<file path="src/pkg/cyc_timer_pkg.sv">
/*
 * Constants for the cyclic sense and cyclic wake timer: APB register map,
 * field positions, reset values and timing counts.
 * Assumes a 50 MHz reference clock.
 */
package cyc_timer_pkg;
    // Register byte offsets.
    localparam logic [7:0] OFF_TIMER_CTRL = 8'h00;
    localparam logic [7:0] OFF_WAKE_CTRL = 8'h04;
    localparam logic [7:0] OFF_WAKE_STAT_A = 8'h08;
    localparam logic [7:0] OFF_WAKE_STAT_B = 8'h0C;
    localparam logic [7:0] OFF_LEVEL_STAT = 8'h10;
    localparam logic [7:0] OFF_MODE_CTRL = 8'h14;
    localparam logic [7:0] OFF_DEV_STAT = 8'h18;
    // Timer control fields.
    localparam int PERIOD_LSB = 0;
    localparam int ONTIME_LSB = 4;
    // Wake control fields.
    localparam int WK_EN_BIT = 0;
    localparam int TIMER_WK_EN_BIT = 1;
    localparam int HS_CFG_LSB = 4;
    localparam logic [2:0] HS_CFG_CYCLIC = 3'h3;
    // Status A: bit 0 wake input event, bit 1 timer event.
    localparam int WK_FLAG_BIT = 0;
    localparam int TMR_FLAG_BIT = 1;
    // Status B: bit 0 command error, bit 1 switch fault.
    localparam int CMD_ERR_BIT = 0;
    localparam int HS_FAULT_BIT = 1;
    // On-time codes.
    localparam logic [2:0] ON_OFF = 3'h0;
    localparam logic [2:0] ON_0P1MS = 3'h1;
    localparam logic [2:0] ON_OFF_HIGH = 3'h6;
    localparam logic [2:0] ON_OFF_LOW = 3'h7;
    localparam logic [31:0] RESET_VALUE = 32'h0000_0000;
    // Time base: one tick every 0.1 ms.
    localparam int CLK_HZ = 50_000_000;
    localparam int TICK_US = 100;
    localparam int TICK_CYCLES = CLK_HZ / 1_000_000 * TICK_US;
    // Filter time after on window.
    localparam int FILTER_US = 16;
    localparam int FILTER_CYCLES = (CLK_HZ / 1_000_000) * FILTER_US;
    typedef enum logic [1:0] {
        MODE_NORMAL,
        MODE_STOP,
        MODE_SLEEP,
        MODE_FAILSAFE
    } sbc_mode_t;
endpackage : cyc_timer_pkg

</file>
<file path="src/verilog/tick_divider.sv">
/*
 * Prescaler producing a one-cycle tick every 0.1 ms.
 * Assumes the reference clock set in the package.
 */
`timescale 1ns/1ns
`default_nettype none
module tick_divider
    import cyc_timer_pkg::*;
#(
    parameter int DIV = TICK_CYCLES
) (
    // Clock and reset.
    input wire logic ref_clk,
    input wire logic rst_n,
    // Clears the phase so a restart begins a fresh tick.
    input wire logic clear,
    // Tick out.
    output logic tick
);
    logic [15:0] cnt_r;

    if (DIV < 1 || DIV > 65535) begin
        $error("DIV out of range");
    end

    // Free-running count, restarted on clear.
    always_ff @(posedge ref_clk or negedge rst_n) begin
        if (!rst_n) begin
            cnt_r <= 16'h0000;
        end else if (clear || cnt_r == 16'(DIV - 1)) begin
            cnt_r <= 16'h0000;
        end else begin
            cnt_r <= cnt_r + 16'h0001;
        end
    end

    assign tick = !clear && cnt_r == 16'(DIV - 1);
endmodule : tick_divider
`default_nettype wire

</file>
<file path="src/verilog/sense_sync.sv">
/*
 * Three-stage synchroniser for the wake sense pin; the output changes once the
 * second and third stages agree.
 * Assumes an asynchronous pin.
 */
`timescale 1ns/1ns
`default_nettype none
module sense_sync (
    // Clock and reset.
    input wire logic ref_clk,
    input wire logic rst_n,
    // Pin and clean level.
    input wire logic pinIn,
    output logic level
);
    logic s1_r;
    logic s2_r;
    logic s3_r;
    logic level_r;

    // The first stage is read only by the second, to contain metastability.
    always_ff @(posedge ref_clk or negedge rst_n) begin
        if (!rst_n) begin
            s1_r <= 1'b0;
            s2_r <= 1'b0;
            s3_r <= 1'b0;
            level_r <= 1'b0;
        end else begin
            s1_r <= pinIn;
            s2_r <= s1_r;
            s3_r <= s2_r;
            if (s2_r == s3_r) begin
                level_r <= s3_r;
            end
        end
    end

    assign level = level_r;
endmodule : sense_sync
`default_nettype wire

</file>
<file path="src/verilog/cyclic_sense_wake_timer.sv">
/*
 * Cyclic sense and cyclic wake timer with APB register access. Pulses the
 * high-side switch, samples the wake sense pin, raises interrupts or requests
 * a restart from sleep.
 * Assumes an external mode controller supplies the current mode and takes the
 * restart request; fault inputs are synchronous to ref_clk.
 */
`timescale 1ns/1ns
`default_nettype none
module cyclic_sense_wake_timer
    import cyc_timer_pkg::*;
#(
    parameter int TICK_DIV = TICK_CYCLES,
    parameter int FILTER_LEN = FILTER_CYCLES
) (
    // Clock and reset.
    input wire logic ref_clk,
    input wire logic rst_n,
    // APB slave.
    input wire logic psel,
    input wire logic penable,
    input wire logic pwrite,
    input wire logic [7:0] paddr,
    input wire logic [31:0] pwdata,
    output logic [31:0] prdata,
    output logic pready,
    output logic pslverr,
    // Mode controller.
    input wire sbc_mode_t sbcMode,
    input wire logic restartMode,
    input wire logic sleepRequest,
    output logic restartRequest,
    output logic reset_out_n,
    output logic main_supply_out,
    // Pins and faults.
    input wire logic wake_sense_input,
    input wire logic hsOvercurrent,
    input wire logic severe_overtemp,
    output logic high_side_switch,
    output logic staticSense,
    output logic interrupt_out_n
);
    // Period table in 0.1 ms ticks, codes ascending.
    function automatic logic [23:0] periodTicks(input logic [3:0] code);
        unique case (code)
            4'h0: periodTicks = 24'd100;
            4'h1: periodTicks = 24'd200;
            4'h2: periodTicks = 24'd500;
            4'h3: periodTicks = 24'd1000;
            4'h4: periodTicks = 24'd2000;
            4'h5: periodTicks = 24'd5000;
            4'h6: periodTicks = 24'd10000;
            4'h7: periodTicks = 24'd20000;
            4'h8: periodTicks = 24'd50000;
            4'h9: periodTicks = 24'd100000;
            4'hA: periodTicks = 24'd200000;
            4'hB: periodTicks = 24'd500000;
            4'hC: periodTicks = 24'd1000000;
            4'hD: periodTicks = 24'd2000000;
            4'hE: periodTicks = 24'd5000000;
            4'hF: periodTicks = 24'd10000000;
        endcase
    endfunction : periodTicks

    // On-time table in 0.1 ms ticks; off codes give zero.
    function automatic logic [23:0] onTicks(input logic [2:0] code);
        unique case (code)
            3'h1: onTicks = 24'd1;
            3'h2: onTicks = 24'd3;
            3'h3: onTicks = 24'd10;
            3'h4: onTicks = 24'd100;
            3'h5: onTicks = 24'd200;
            default: onTicks = 24'd0;
        endcase
    endfunction : onTicks

    if (FILTER_LEN < 1 || FILTER_LEN > 65535) begin
        $error("FILTER_LEN out of range");
    end

    logic [3:0] periodCode_r;
    logic [2:0] onCode_r;
    logic wkEn_r;
    logic timerWkEn_r;
    logic [2:0] hsCfg_r;
    logic wkFlag_r;
    logic tmrFlag_r;
    logic cmdErr_r;
    logic hsFault_r;
    logic levelStat_r;
    logic running_r;
    logic firstWindow_r;
    logic haveRef_r;
    logic refLevel_r;
    logic [23:0] phase_r;
    logic inFilter_r;
    logic [15:0] filtCnt_r;
    logic filtLevel_r;
    logic filtStable_r;
    logic wakeIrq_r;
    logic restart_r;
    logic [31:0] prdata_r;
    logic tick;
    logic senseLevel;
    logic wrEn;
    logic onWrite;
    logic sampleOk;
    logic onActive;
    logic windowStart;
    logic windowEnd;
    logic senseMode;
    logic lowPowerOk;
    logic senseWake;
    logic timerWake;
    logic clrA;
    logic clrB;

    assign wrEn = psel && penable && pwrite;
    assign pready = 1'b1;
    assign pslverr = 1'b0;
    assign prdata = prdata_r;

    // Writing a non-off on-time code starts the timer.
    assign onWrite = wrEn && paddr == OFF_TIMER_CTRL && onTicks(pwdata[ONTIME_LSB +: 3]) != 24'd0;
    assign senseMode = hsCfg_r == HS_CFG_CYCLIC;
    assign onActive = running_r && phase_r < onTicks(onCode_r);
    assign windowStart = running_r && tick && phase_r == 24'd0;
    assign windowEnd = running_r && tick && phase_r == onTicks(onCode_r) - 24'd1;
    // In Stop, sense updates only for the shortest on-time.
    assign lowPowerOk = sbcMode != MODE_STOP || onCode_r == ON_0P1MS;

    tick_divider #(
        .DIV(TICK_DIV)
    ) u_tick (
        .ref_clk(ref_clk),
        .rst_n(rst_n),
        .clear(restartMode),
        .tick(tick)
    );

    sense_sync u_sync (
        .ref_clk(ref_clk),
        .rst_n(rst_n),
        .pinIn(wake_sense_input),
        .level(senseLevel)
    );

    // Configuration registers.
    always_ff @(posedge ref_clk or negedge rst_n) begin
        if (!rst_n) begin
            periodCode_r <= RESET_VALUE[3:0];
            onCode_r <= ON_OFF;
            wkEn_r <= 1'b0;
            timerWkEn_r <= 1'b0;
            hsCfg_r <= 3'h0;
        end else if (wrEn && paddr == OFF_TIMER_CTRL) begin
            periodCode_r <= pwdata[PERIOD_LSB +: 4];
            onCode_r <= pwdata[ONTIME_LSB +: 3];
        end else if (wrEn && paddr == OFF_WAKE_CTRL) begin
            wkEn_r <= pwdata[WK_EN_BIT];
            timerWkEn_r <= pwdata[TIMER_WK_EN_BIT];
            hsCfg_r <= pwdata[HS_CFG_LSB +: 3];
        end
    end

    // Timer phase; cleared by restart or by a write that starts the timer, never by a switch fault.
    always_ff @(posedge ref_clk or negedge rst_n) begin
        if (!rst_n) begin
            running_r <= 1'b0;
            phase_r <= 24'd0;
            firstWindow_r <= 1'b0;
        end else if (restartMode) begin
            running_r <= 1'b0;
            phase_r <= 24'd0;
            firstWindow_r <= 1'b0;
        end else if (onWrite) begin
            running_r <= 1'b1;
            phase_r <= 24'd0;
            firstWindow_r <= 1'b1;
        end else if (wrEn && paddr == OFF_TIMER_CTRL) begin
            running_r <= 1'b0;
        end else if (running_r && tick) begin
            phase_r <= (phase_r >= periodTicks(periodCode_r) - 24'd1) ? 24'd0 : phase_r + 24'd1;
            if (windowStart) begin
                firstWindow_r <= 1'b0;
            end
        end
    end

    // Switch drive; off in fail-safe, at once on a fault, and until its flag is cleared.
    assign high_side_switch = senseMode && onActive && !hsFault_r && !hsOvercurrent && !severe_overtemp
        && sbcMode != MODE_FAILSAFE;
    assign staticSense = !senseMode || !running_r || hsFault_r || sbcMode == MODE_FAILSAFE;

    // Fault latch; the timer keeps running while the switch is held off.
    always_ff @(posedge ref_clk or negedge rst_n) begin
        if (!rst_n) begin
            hsFault_r <= 1'b0;
        end else if ((hsOvercurrent || severe_overtemp) && senseMode && sbcMode != MODE_FAILSAFE) begin
            hsFault_r <= 1'b1;
        end else if (clrB && pwdata[HS_FAULT_BIT]) begin
            hsFault_r <= 1'b0;
        end
    end

    // Filter: the level must hold for the whole filter time.
    always_ff @(posedge ref_clk or negedge rst_n) begin
        if (!rst_n) begin
            inFilter_r <= 1'b0;
            filtCnt_r <= 16'h0000;
            filtLevel_r <= 1'b0;
            filtStable_r <= 1'b0;
        end else if (windowEnd && senseMode && !hsFault_r) begin
            inFilter_r <= 1'b1;
            filtCnt_r <= 16'h0000;
            filtLevel_r <= senseLevel;
            filtStable_r <= 1'b1;
        end else if (inFilter_r) begin
            if (senseLevel != filtLevel_r) begin
                filtStable_r <= 1'b0;
            end
            if (filtCnt_r == 16'(FILTER_LEN - 1)) begin
                inFilter_r <= 1'b0;
            end else begin
                filtCnt_r <= filtCnt_r + 16'h0001;
            end
        end
    end

    // A sample is taken when the filter time completes.
    assign sampleOk = inFilter_r && filtCnt_r == 16'(FILTER_LEN - 1) && filtStable_r && senseLevel == filtLevel_r;
    assign senseWake = sampleOk && haveRef_r && filtLevel_r != refLevel_r && wkEn_r;
    assign timerWake = windowStart && !firstWindow_r && timerWkEn_r;

    // Reference level; learning restarts on restart, or on a timer start in the cyclic sense configuration.
    always_ff @(posedge ref_clk or negedge rst_n) begin
        if (!rst_n) begin
            haveRef_r <= 1'b0;
            refLevel_r <= 1'b0;
        end else if (restartMode || (onWrite && senseMode)) begin
            haveRef_r <= 1'b0;
        end else if (sampleOk) begin
            haveRef_r <= 1'b1;
            refLevel_r <= filtLevel_r;
        end
    end

    // Level status tracks samples only in Normal or Stop.
    always_ff @(posedge ref_clk or negedge rst_n) begin
        if (!rst_n) begin
            levelStat_r <= 1'b0;
        end else if (sampleOk && (sbcMode == MODE_NORMAL || sbcMode == MODE_STOP) && lowPowerOk) begin
            levelStat_r <= filtLevel_r;
        end
    end

    assign clrA = wrEn && paddr == OFF_WAKE_STAT_A;
    assign clrB = wrEn && paddr == OFF_WAKE_STAT_B;

    // Sticky wake flags, write one to clear; a new event wins over the clear.
    always_ff @(posedge ref_clk or negedge rst_n) begin
        if (!rst_n) begin
            wkFlag_r <= 1'b0;
            tmrFlag_r <= 1'b0;
        end else begin
            if (senseWake && lowPowerOk) begin
                wkFlag_r <= 1'b1;
            end else if (clrA && pwdata[WK_FLAG_BIT]) begin
                wkFlag_r <= 1'b0;
            end
            if (timerWake) begin
                tmrFlag_r <= 1'b1;
            end else if (clrA && pwdata[TMR_FLAG_BIT]) begin
                tmrFlag_r <= 1'b0;
            end
        end
    end

    // Command error when on-time exceeds the period.
    always_ff @(posedge ref_clk or negedge rst_n) begin
        if (!rst_n) begin
            cmdErr_r <= 1'b0;
        end else if (onTicks(onCode_r) > periodTicks(periodCode_r)) begin
            cmdErr_r <= 1'b1;
        end else if (clrB && pwdata[CMD_ERR_BIT]) begin
            cmdErr_r <= 1'b0;
        end
    end

    // Interrupt pulse in Normal/Stop, even if the flag was already set.
    always_ff @(posedge ref_clk or negedge rst_n) begin
        if (!rst_n) begin
            wakeIrq_r <= 1'b0;
        end else begin
            wakeIrq_r <= ((senseWake && lowPowerOk) || timerWake)
                && (sbcMode == MODE_NORMAL || sbcMode == MODE_STOP);
        end
    end
    assign interrupt_out_n = !wakeIrq_r;

    // Restart request from Sleep: wake events, bad sleep entries, lost source.
    always_ff @(posedge ref_clk or negedge rst_n) begin
        if (!rst_n) begin
            restart_r <= 1'b0;
        end else if (restartMode) begin
            restart_r <= 1'b0;
        end else if (sbcMode == MODE_SLEEP && (senseWake || timerWake)) begin
            restart_r <= 1'b1;
        end else if (sleepRequest && (wkFlag_r || tmrFlag_r || cmdErr_r || hsFault_r)) begin
            restart_r <= 1'b1;
        end else if (sleepRequest && wkEn_r && !timerWkEn_r && senseMode && !running_r) begin
            restart_r <= 1'b1;
        end else if (sbcMode == MODE_SLEEP && hsFault_r && wkEn_r && senseMode && !timerWkEn_r) begin
            restart_r <= 1'b1;
        end
    end
    assign restartRequest = restart_r;
    assign reset_out_n = !(restart_r || restartMode);
    assign main_supply_out = sbcMode != MODE_SLEEP || restart_r;

    // Read data mux; unmapped addresses read zero.
    always_ff @(posedge ref_clk or negedge rst_n) begin
        if (!rst_n) begin
            prdata_r <= RESET_VALUE;
        end else if (psel && !penable && !pwrite) begin
            unique case (paddr)
                OFF_TIMER_CTRL: prdata_r <= {25'h0, onCode_r, periodCode_r};
                OFF_WAKE_CTRL: prdata_r <= {25'h0, hsCfg_r, 2'h0, timerWkEn_r, wkEn_r};
                OFF_WAKE_STAT_A: prdata_r <= {30'h0, tmrFlag_r, wkFlag_r};
                OFF_WAKE_STAT_B: prdata_r <= {30'h0, hsFault_r, cmdErr_r};
                OFF_LEVEL_STAT: prdata_r <= {31'h0, levelStat_r};
                OFF_DEV_STAT: prdata_r <= {29'h0, onActive, haveRef_r, running_r};
                default: prdata_r <= RESET_VALUE;
            endcase
        end
    end
endmodule : cyclic_sense_wake_timer
`default_nettype wire

</file>
<file path="config.mk">
export PLATFORM = sky130hd
export DESIGN_NAME = cyclic_sense_wake_timer
export DESIGN_NICKNAME = d
export VERILOG_FILES = /design/src/pkg/cyc_timer_pkg.sv /design/src/verilog/tick_divider.sv /design/src/verilog/sense_sync.sv /design/src/verilog/cyclic_sense_wake_timer.sv
export SDC_FILE = /design/constraint.sdc
export NUM_CORES = 1
export LEC_CHECK = 0
export ABC_AREA = 1
export BUFFER_PORTS_ARGS = -buffer_cell sky130_fd_sc_hd__buf_2
export CORE_MARGIN = 2
export CORE_UTILIZATION = 40
export CTS_CLUSTER_SIZE = 24
export DETAILED_ROUTE_END_ITERATION = 10
export SLEW_MARGIN = 10
export SYNTH_ARGS = -nofsm -noshare
export SYNTH_HDL_FRONTEND = slang
export SYNTH_HIERARCHICAL = 1
export SYNTH_SLANG_ARGS = --single-unit
</file>
<file path="constraint.sdc">
create_clock -name ref_clk -period 4.7 [get_ports ref_clk]
set_input_delay 0.94 -clock ref_clk [delete_from_list [all_inputs] [get_ports ref_clk]]
set_output_delay 0.94 -clock ref_clk [all_outputs]
set_load 0.02 [all_outputs]
</file>
# Word level (Yosys, flattened, before mapping)
# Memories as Yosys holds them, arrays and structs flattened.
# Cells that the tools add are included.
# W data, S select, Z words.
dict set report op_classes {
  bitwise_logic 2
  n_eq_ne 31
  order_cmp 3
  n_reduce_logical 98
  muxes 45
  n_addsub 5
}
# operator count
set ops {}
lappend ops {{$mux W24} 9}
lappend ops {{$pmux W8 S5} 2}
lappend ops {{$mux W16} 4}
lappend ops {{$logic_and A1 B1 Y1} 50}
lappend ops {{$sub A24 B1 Y24 const B} 2}
lappend ops {{$pmux W7 S6} 1}
lappend ops {{$add A16 B1 Y16 const B} 2}
lappend ops {{$mux W1} 29}
lappend ops {{$add A24 B1 Y24 const B} 1}
lappend ops {{$eq A24 B24 Y1} 1}
lappend ops {{$ge A24 B24 Y1} 1}
lappend ops {{$gt A24 B24 Y1} 1}
lappend ops {{$logic_not A24 Y1} 1}
lappend ops {{$lt A24 B24 Y1} 1}
lappend ops {{$reduce_bool A24 Y1} 1}
lappend ops {{$eq A16 B10 Y1 const B} 1}
lappend ops {{$eq A16 B13 Y1 const B} 1}
lappend ops {{$eq A8 B4 Y1 const B} 2}
lappend ops {{$eq A8 B5 Y1 const B} 2}
lappend ops {{$eq A3 B2 Y1 const B} 5}
lappend ops {{$logic_or A1 B1 Y1} 15}
lappend ops {{$reduce_bool A2 Y1} 7}
lappend ops {{$eq A3 B3 Y1 const B} 4}
lappend ops {{$logic_not A1 Y1} 12}
lappend ops {{16 further kinds} 29}
dict set report word_totals {
  regBits 118
  inputBits 52
  memories 2
  mem_bits_ro 672
  elab_cells 213
  out_inout_bits 40
}
# memory depth word_bits rd rd_clocked_by_memory_dff wr line
set memory_table {}
lappend memory_table {{(name not given)} 16 21 1 0 0 cyclic_sense_wake_timer.sv:45} ;# unique case (code)
lappend memory_table {{(name not given)} 16 21 1 0 0 cyclic_sense_wake_timer.sv:45}

# Depth between registers and ports, before layout
dict set report depth {
  word_depth 14
  depth_mapped 24
  ltp_nobuf 24
}

# Modules after synthesis
# Netlist, hierarchy kept.
# module area_each_um2 seq_area_each_um2 cells_each instances
set by_module_without_submodules {}
lappend by_module_without_submodules {cyclic_sense_wake_timer 6317.3 1826.8 934 1}
lappend by_module_without_submodules {tick_divider 934.6 400.4 121 1}
lappend by_module_without_submodules {sense_sync 116.4 100.1 8 1}

# Worst setup path before layout
# Ideal clock, no wire load.
dict set report synth_timing {
  kind {reg-to-reg}
  startpoint {reg periodCode_r[0]}
  endpoint {reg phase_r[13]}
  arrival_time_ps 3253
  required_time_ps 4559
  slack_ps 1306
  n_path_buf 1
  setup_time_ps 141
  period_less_slack_ps 3394
  path_stages_with_launch 23
  cell_sequence {dfrtp_1 -> inv_1 -> ha_1 -> inv_1 -> nor2_1 -> nor2_1 -> inv_1 -> o21ai_1 -> nand4_1 -> nor2_1 -> nand2_1 -> nor2_1 -> nand2_1 -> xnor2_1 -> ha_1 -> nand2_1 -> nor3_1 -> o21ai_0 -> nand3_1 -> nand2_1 -> nand2_1 -> clkbuf_1 -> o22ai_1}
}
dict set report synth_via {
  elab_chain_cells 12
}
# element line
set synth_rtl {}
lappend synth_rtl {{start, declared} cyclic_sense_wake_timer.sv:81} ;# logic [3:0] periodCode_r;
lappend synth_rtl {{start signal, assigned} cyclic_sense_wake_timer.sv:151} ;# periodCode_r <= RESET_VALUE[3:0];
lappend synth_rtl {{start signal, assigned} cyclic_sense_wake_timer.sv:157} ;# periodCode_r <= pwdata[PERIOD_LSB +: 4];
lappend synth_rtl {{$mem_v2 Z16 W21} n/a}
lappend synth_rtl {{$mux W24} cyclic_sense_wake_timer.sv:182} ;# end else if (running_r && tick) begin
lappend synth_rtl {{$mux W24} cyclic_sense_wake_timer.sv:180} ;# end else if (wrEn && paddr == OFF_TIMER_CTRL) begin
lappend synth_rtl {{$mux W24} cyclic_sense_wake_timer.sv:176} ;# end else if (onWrite) begin
lappend synth_rtl {{$mux W24} cyclic_sense_wake_timer.sv:172} ;# end else if (restartMode) begin
lappend synth_rtl {{$sub A24 B1 Y24} cyclic_sense_wake_timer.sv:183} ;# phase_r <= (phase_r >= periodTicks(periodCode_r) - 24'd1) ? 24'd0 : phase_r + 24'd1;
lappend synth_rtl {{$ge A24 B24 Y1} cyclic_sense_wake_timer.sv:183}
lappend synth_rtl {{$mux W24} cyclic_sense_wake_timer.sv:183}
lappend synth_rtl {{$mux W24} cyclic_sense_wake_timer.sv:182}
lappend synth_rtl {{$mux W24} cyclic_sense_wake_timer.sv:180}
lappend synth_rtl {{$mux W24} cyclic_sense_wake_timer.sv:176}
lappend synth_rtl {{$mux W24} cyclic_sense_wake_timer.sv:172}
lappend synth_rtl {{end signal, assigned} cyclic_sense_wake_timer.sv:183}
lappend synth_rtl {{end, declared} cyclic_sense_wake_timer.sv:95} ;# logic [23:0] phase_r;
# No other way between the ends. The select of a mux whose other input is x is not followed.
# A chain may end at the register's enable or synchronous reset.

# Worst setup path after layout
dict set report layout_timing {
  startpoint {reg periodCode_r[0]}
  endpoint {reg phase_r[11]}
}
# Same word-level chain as after synthesis.

==> results.ini <==
[sta]
slew-limit-headroom_pct=38.9
tightest_slew_ns=0.917
max_freq_mhz=241
period_needed_ns=4.15
fin_crit_sh_pct=88.3
hold_violations=0
rsz0062_at_grt=no
tns_ns=0
fin_worst_skew_ns=0.0108
setup_violations=0
slew_violations=0

[finish]
finalNonFillerCells=1334
diodes=0
fin_nets=1199
syn_to_final_growth_pct=8.32
fillCellCount=1881
drive_above_1_share_pct=8.42

[global_route]
use_met1_pct=28.2
grt_pass1_vias=6487
grt_max_degree=68
use_met3_pct=3.61
grt.busiest_layer=met2
grt_pass1_wl_mm=32.9
overflow=0
grtUsageTotal_pct=20.7
antenna_found_initial=0
met2_usage_pct=33.2

[clock_tree]
post-cts-setup-buffer-count=0
clockBufferDepth=2
hold_buffers=0
cts_tree=built
clockRootBuffer=clkbuf_16
ctsResizeCount=0
htreeDepth=3
cts_made_buffers=9
clk_pin_slew_ns=0.07
cts_sinks=93
clkLatencyLatePin_ns=0.36

[worst_setup_path]
cp-end-kind=register
r2r_start=periodCode_r[0]$_DFFE_PN0P_
r2r_cells=23
start_kind=register
crit_path_end=phase_r[11]$_DFFE_PN0P_
rrSetupSlack_ns=0.55
reg2reg_to=phase_r[11]$_DFFE_PN0P_
critPathKind=register to register
required_ns=4.89
crit_path_start=periodCode_r[0]$_DFFE_PN0P_
cp_max_fo=11
crit_arrival_ns=4.35

[detailed_routing]
via_count=6975
finalWirelength_mm=19.7
postRouteAntennaNets=0
dr.pass1.iters=5
drc=0
drt_iter0_markers=460
via_per_inst=5.23
wire_per_inst_um=14.8

[synth]
synthMuxAreaShare_pct=0.272
synth-compound-area-share_pct=10.5
async_flop_share_pct=100
synth_top_area_share_pct=31.6
synth_seq_cells=93
yosysMostFrequentCell=nand2_1
yosysWarnings=6
synth_xor_area_share_pct=5.94
avgSynthCellArea_um2=6.93
synth_cells=1063
ys_top_cells_by_area=dfrtp_1 32%, nand2_1 13%, ha_1 8.0%
synth-adder-area-share_pct=7.98
yosysTopAreaCell=dfrtp_1
ys.flop_type=dfrtp_1
synth_top_family_by_area=simple AND/OR/NAND/NOR gates
seq_area_frac_synth_pct=31.6
synth.distinct_cells=41
synth_common_cells=264 x nand2_1, 121 x nor2_1, 118 x inv_1, 93 x dfrtp_1, 77 x nand3_1
synth_area_um2=7370
synth-edff-count=0
yosys.area_share.simple_pct=33.3

[pwr]
power_density_nw_per_um2=210
ir_drop_v=0.000198
p_leak_nw=3.84
total_power_w=0.00168

[placement]
io_buffers=39
globalplace.congestion=0.903
post-place-cells=1318
place_hpwl_mm=15.1

[floorplanning]
die_x_um=140
die-area_um2=19500
io_pins=92
start_util_pct=40.9
rows=49
die_h_um=140
core_area_um2=18000

[outcome]
status=finished, final reports clean

[min_path]
hold_path.class=register to register

[job]
drv_cap=0

## state kept, by name, summed over array words and instances, names as in the netlist, 3 cells and up
name and count:
phase_r 24, filtCnt_r 16, u_tick/cnt_r 16, prdata 7
periodCode_r 4, hsCfg_r 3, onCode_r 3
## worst max-delay path, stage by stage (launching register included)
cell	delay [ns]
dfrtp_1	0.55
inv_1	0.19
ha_1	0.28
nand2_1	0.09
inv_1	0.05
nand2_1	0.12
o31ai_1	0.09
a31oi_1	0.38
nand2_1	0.09
nor2_1	0.17
nand2_1	0.07
nor2_1	0.20
nand2_1	0.09
xnor2_1	0.13
ha_1	0.29
nand2_1	0.07
nor3_1	0.17
o21ai_0	0.11
nand3_1	0.10
nand2_1	0.06
nand2_1	0.32
inv_1	0.17
nand3_1	0.09
o21ai_0	0.10
## report_power, final
group	switching, W	internal [W]
clock	0.000342	0.000369
sequential	0.00000829	0.000806
combinational	0.000110	0.0000414
total	0.000460	0.00122
## through the flow
| step | area (um^2) | hold WS (ns) | util (%) | setup WS, ns |
|---|---|---|---|---|
| 6_report | 7980 | 0.354 | 44.3 | 0.549 |
| 5_1_grt | 7980 | 0.363 | 44.3 | 0.0795 |
| 4_1_cts | 7980 | 0.357 | 44.3 | 0.557 |
| 3_5_place_dp | 7690 | 0.341 | 42.7 | 0.573 |
| 3_3_place_gp | 7690 | 0.348 | 42.7 | 0.660 |
| 2_1_floorplan | 7470 | 0.331 | - | 1.31 |
## worst min path at each step
stage                           from               endpoint  depth (start not counted)
4_1_cts        u_sync/s1_r$_DFF_PN0_  u_sync/s2_r$_DFF_PN0_                          0
3_3_place_gp   u_sync/s1_r$_DFF_PN0_  u_sync/s2_r$_DFF_PN0_                          0
6_report       u_sync/s1_r$_DFF_PN0_  u_sync/s2_r$_DFF_PN0_                          0
5_1_grt        u_sync/s1_r$_DFF_PN0_  u_sync/s2_r$_DFF_PN0_                          0
3_5_place_dp   u_sync/s1_r$_DFF_PN0_  u_sync/s2_r$_DFF_PN0_                          0
2_1_floorplan  u_sync/s1_r$_DFF_PN0_  u_sync/s2_r$_DFF_PN0_                          0
## kinds of logic (layout without fill, tap and decap cells)
family                     count (synthesis)  after routing
and+or+nand+nor                          562            562
buffers and inverters                    170            186
AOI/OAI and AO/OA                        137            137
DFF                                       93             93
xor gates and xnor gates                  50             50
adders and majority gates                 47             47
other                                      2             28
muxes                                      2              2
## layer usage
metal | wire, um | vias up
li1 | - | 3532
met1 | 9170 | 3232
met2 | 9120 | 182
met3 | 1010 | 29
met4 | 409 | 0
met5 | 0 | -
## cells in the final DEF, fill, tap and decap left out, types with 3 or more instances in the layout
master / n
ha_1: 47
nor2_2: 9
nor4_1: 6
nor3_1: 30
a21oi_1: 36
nor2_1: 121
xnor2_1: 9
o22ai_1: 23
buf_2: 38
o41ai_1: 3
nand3_2: 3
xor2_1: 41
conb_1: 28
buf_4: 5
dfrtp_1: 93
o31ai_1: 4
o21bai_1: 3
inv_2: 9
nand3_1: 77
nand2_1: 264
nand4_1: 38
inv_1: 118
nand2_2: 6
clkbuf_16: 9
o21ai_1: 8
o21ai_0: 50
## final cells by class
class	instances	area, um^2	area share, %
clock buffer	10	229	2.87
clock inverter	6	57.6	0.721
inverter	127	477	5.97
multi-input combinational	826	4380	54.8
sequential	93	2330	29.2
tap	229	287	3.59
timing repair buffer	43	228	2.85
Power figures use the tool's default switching activity.
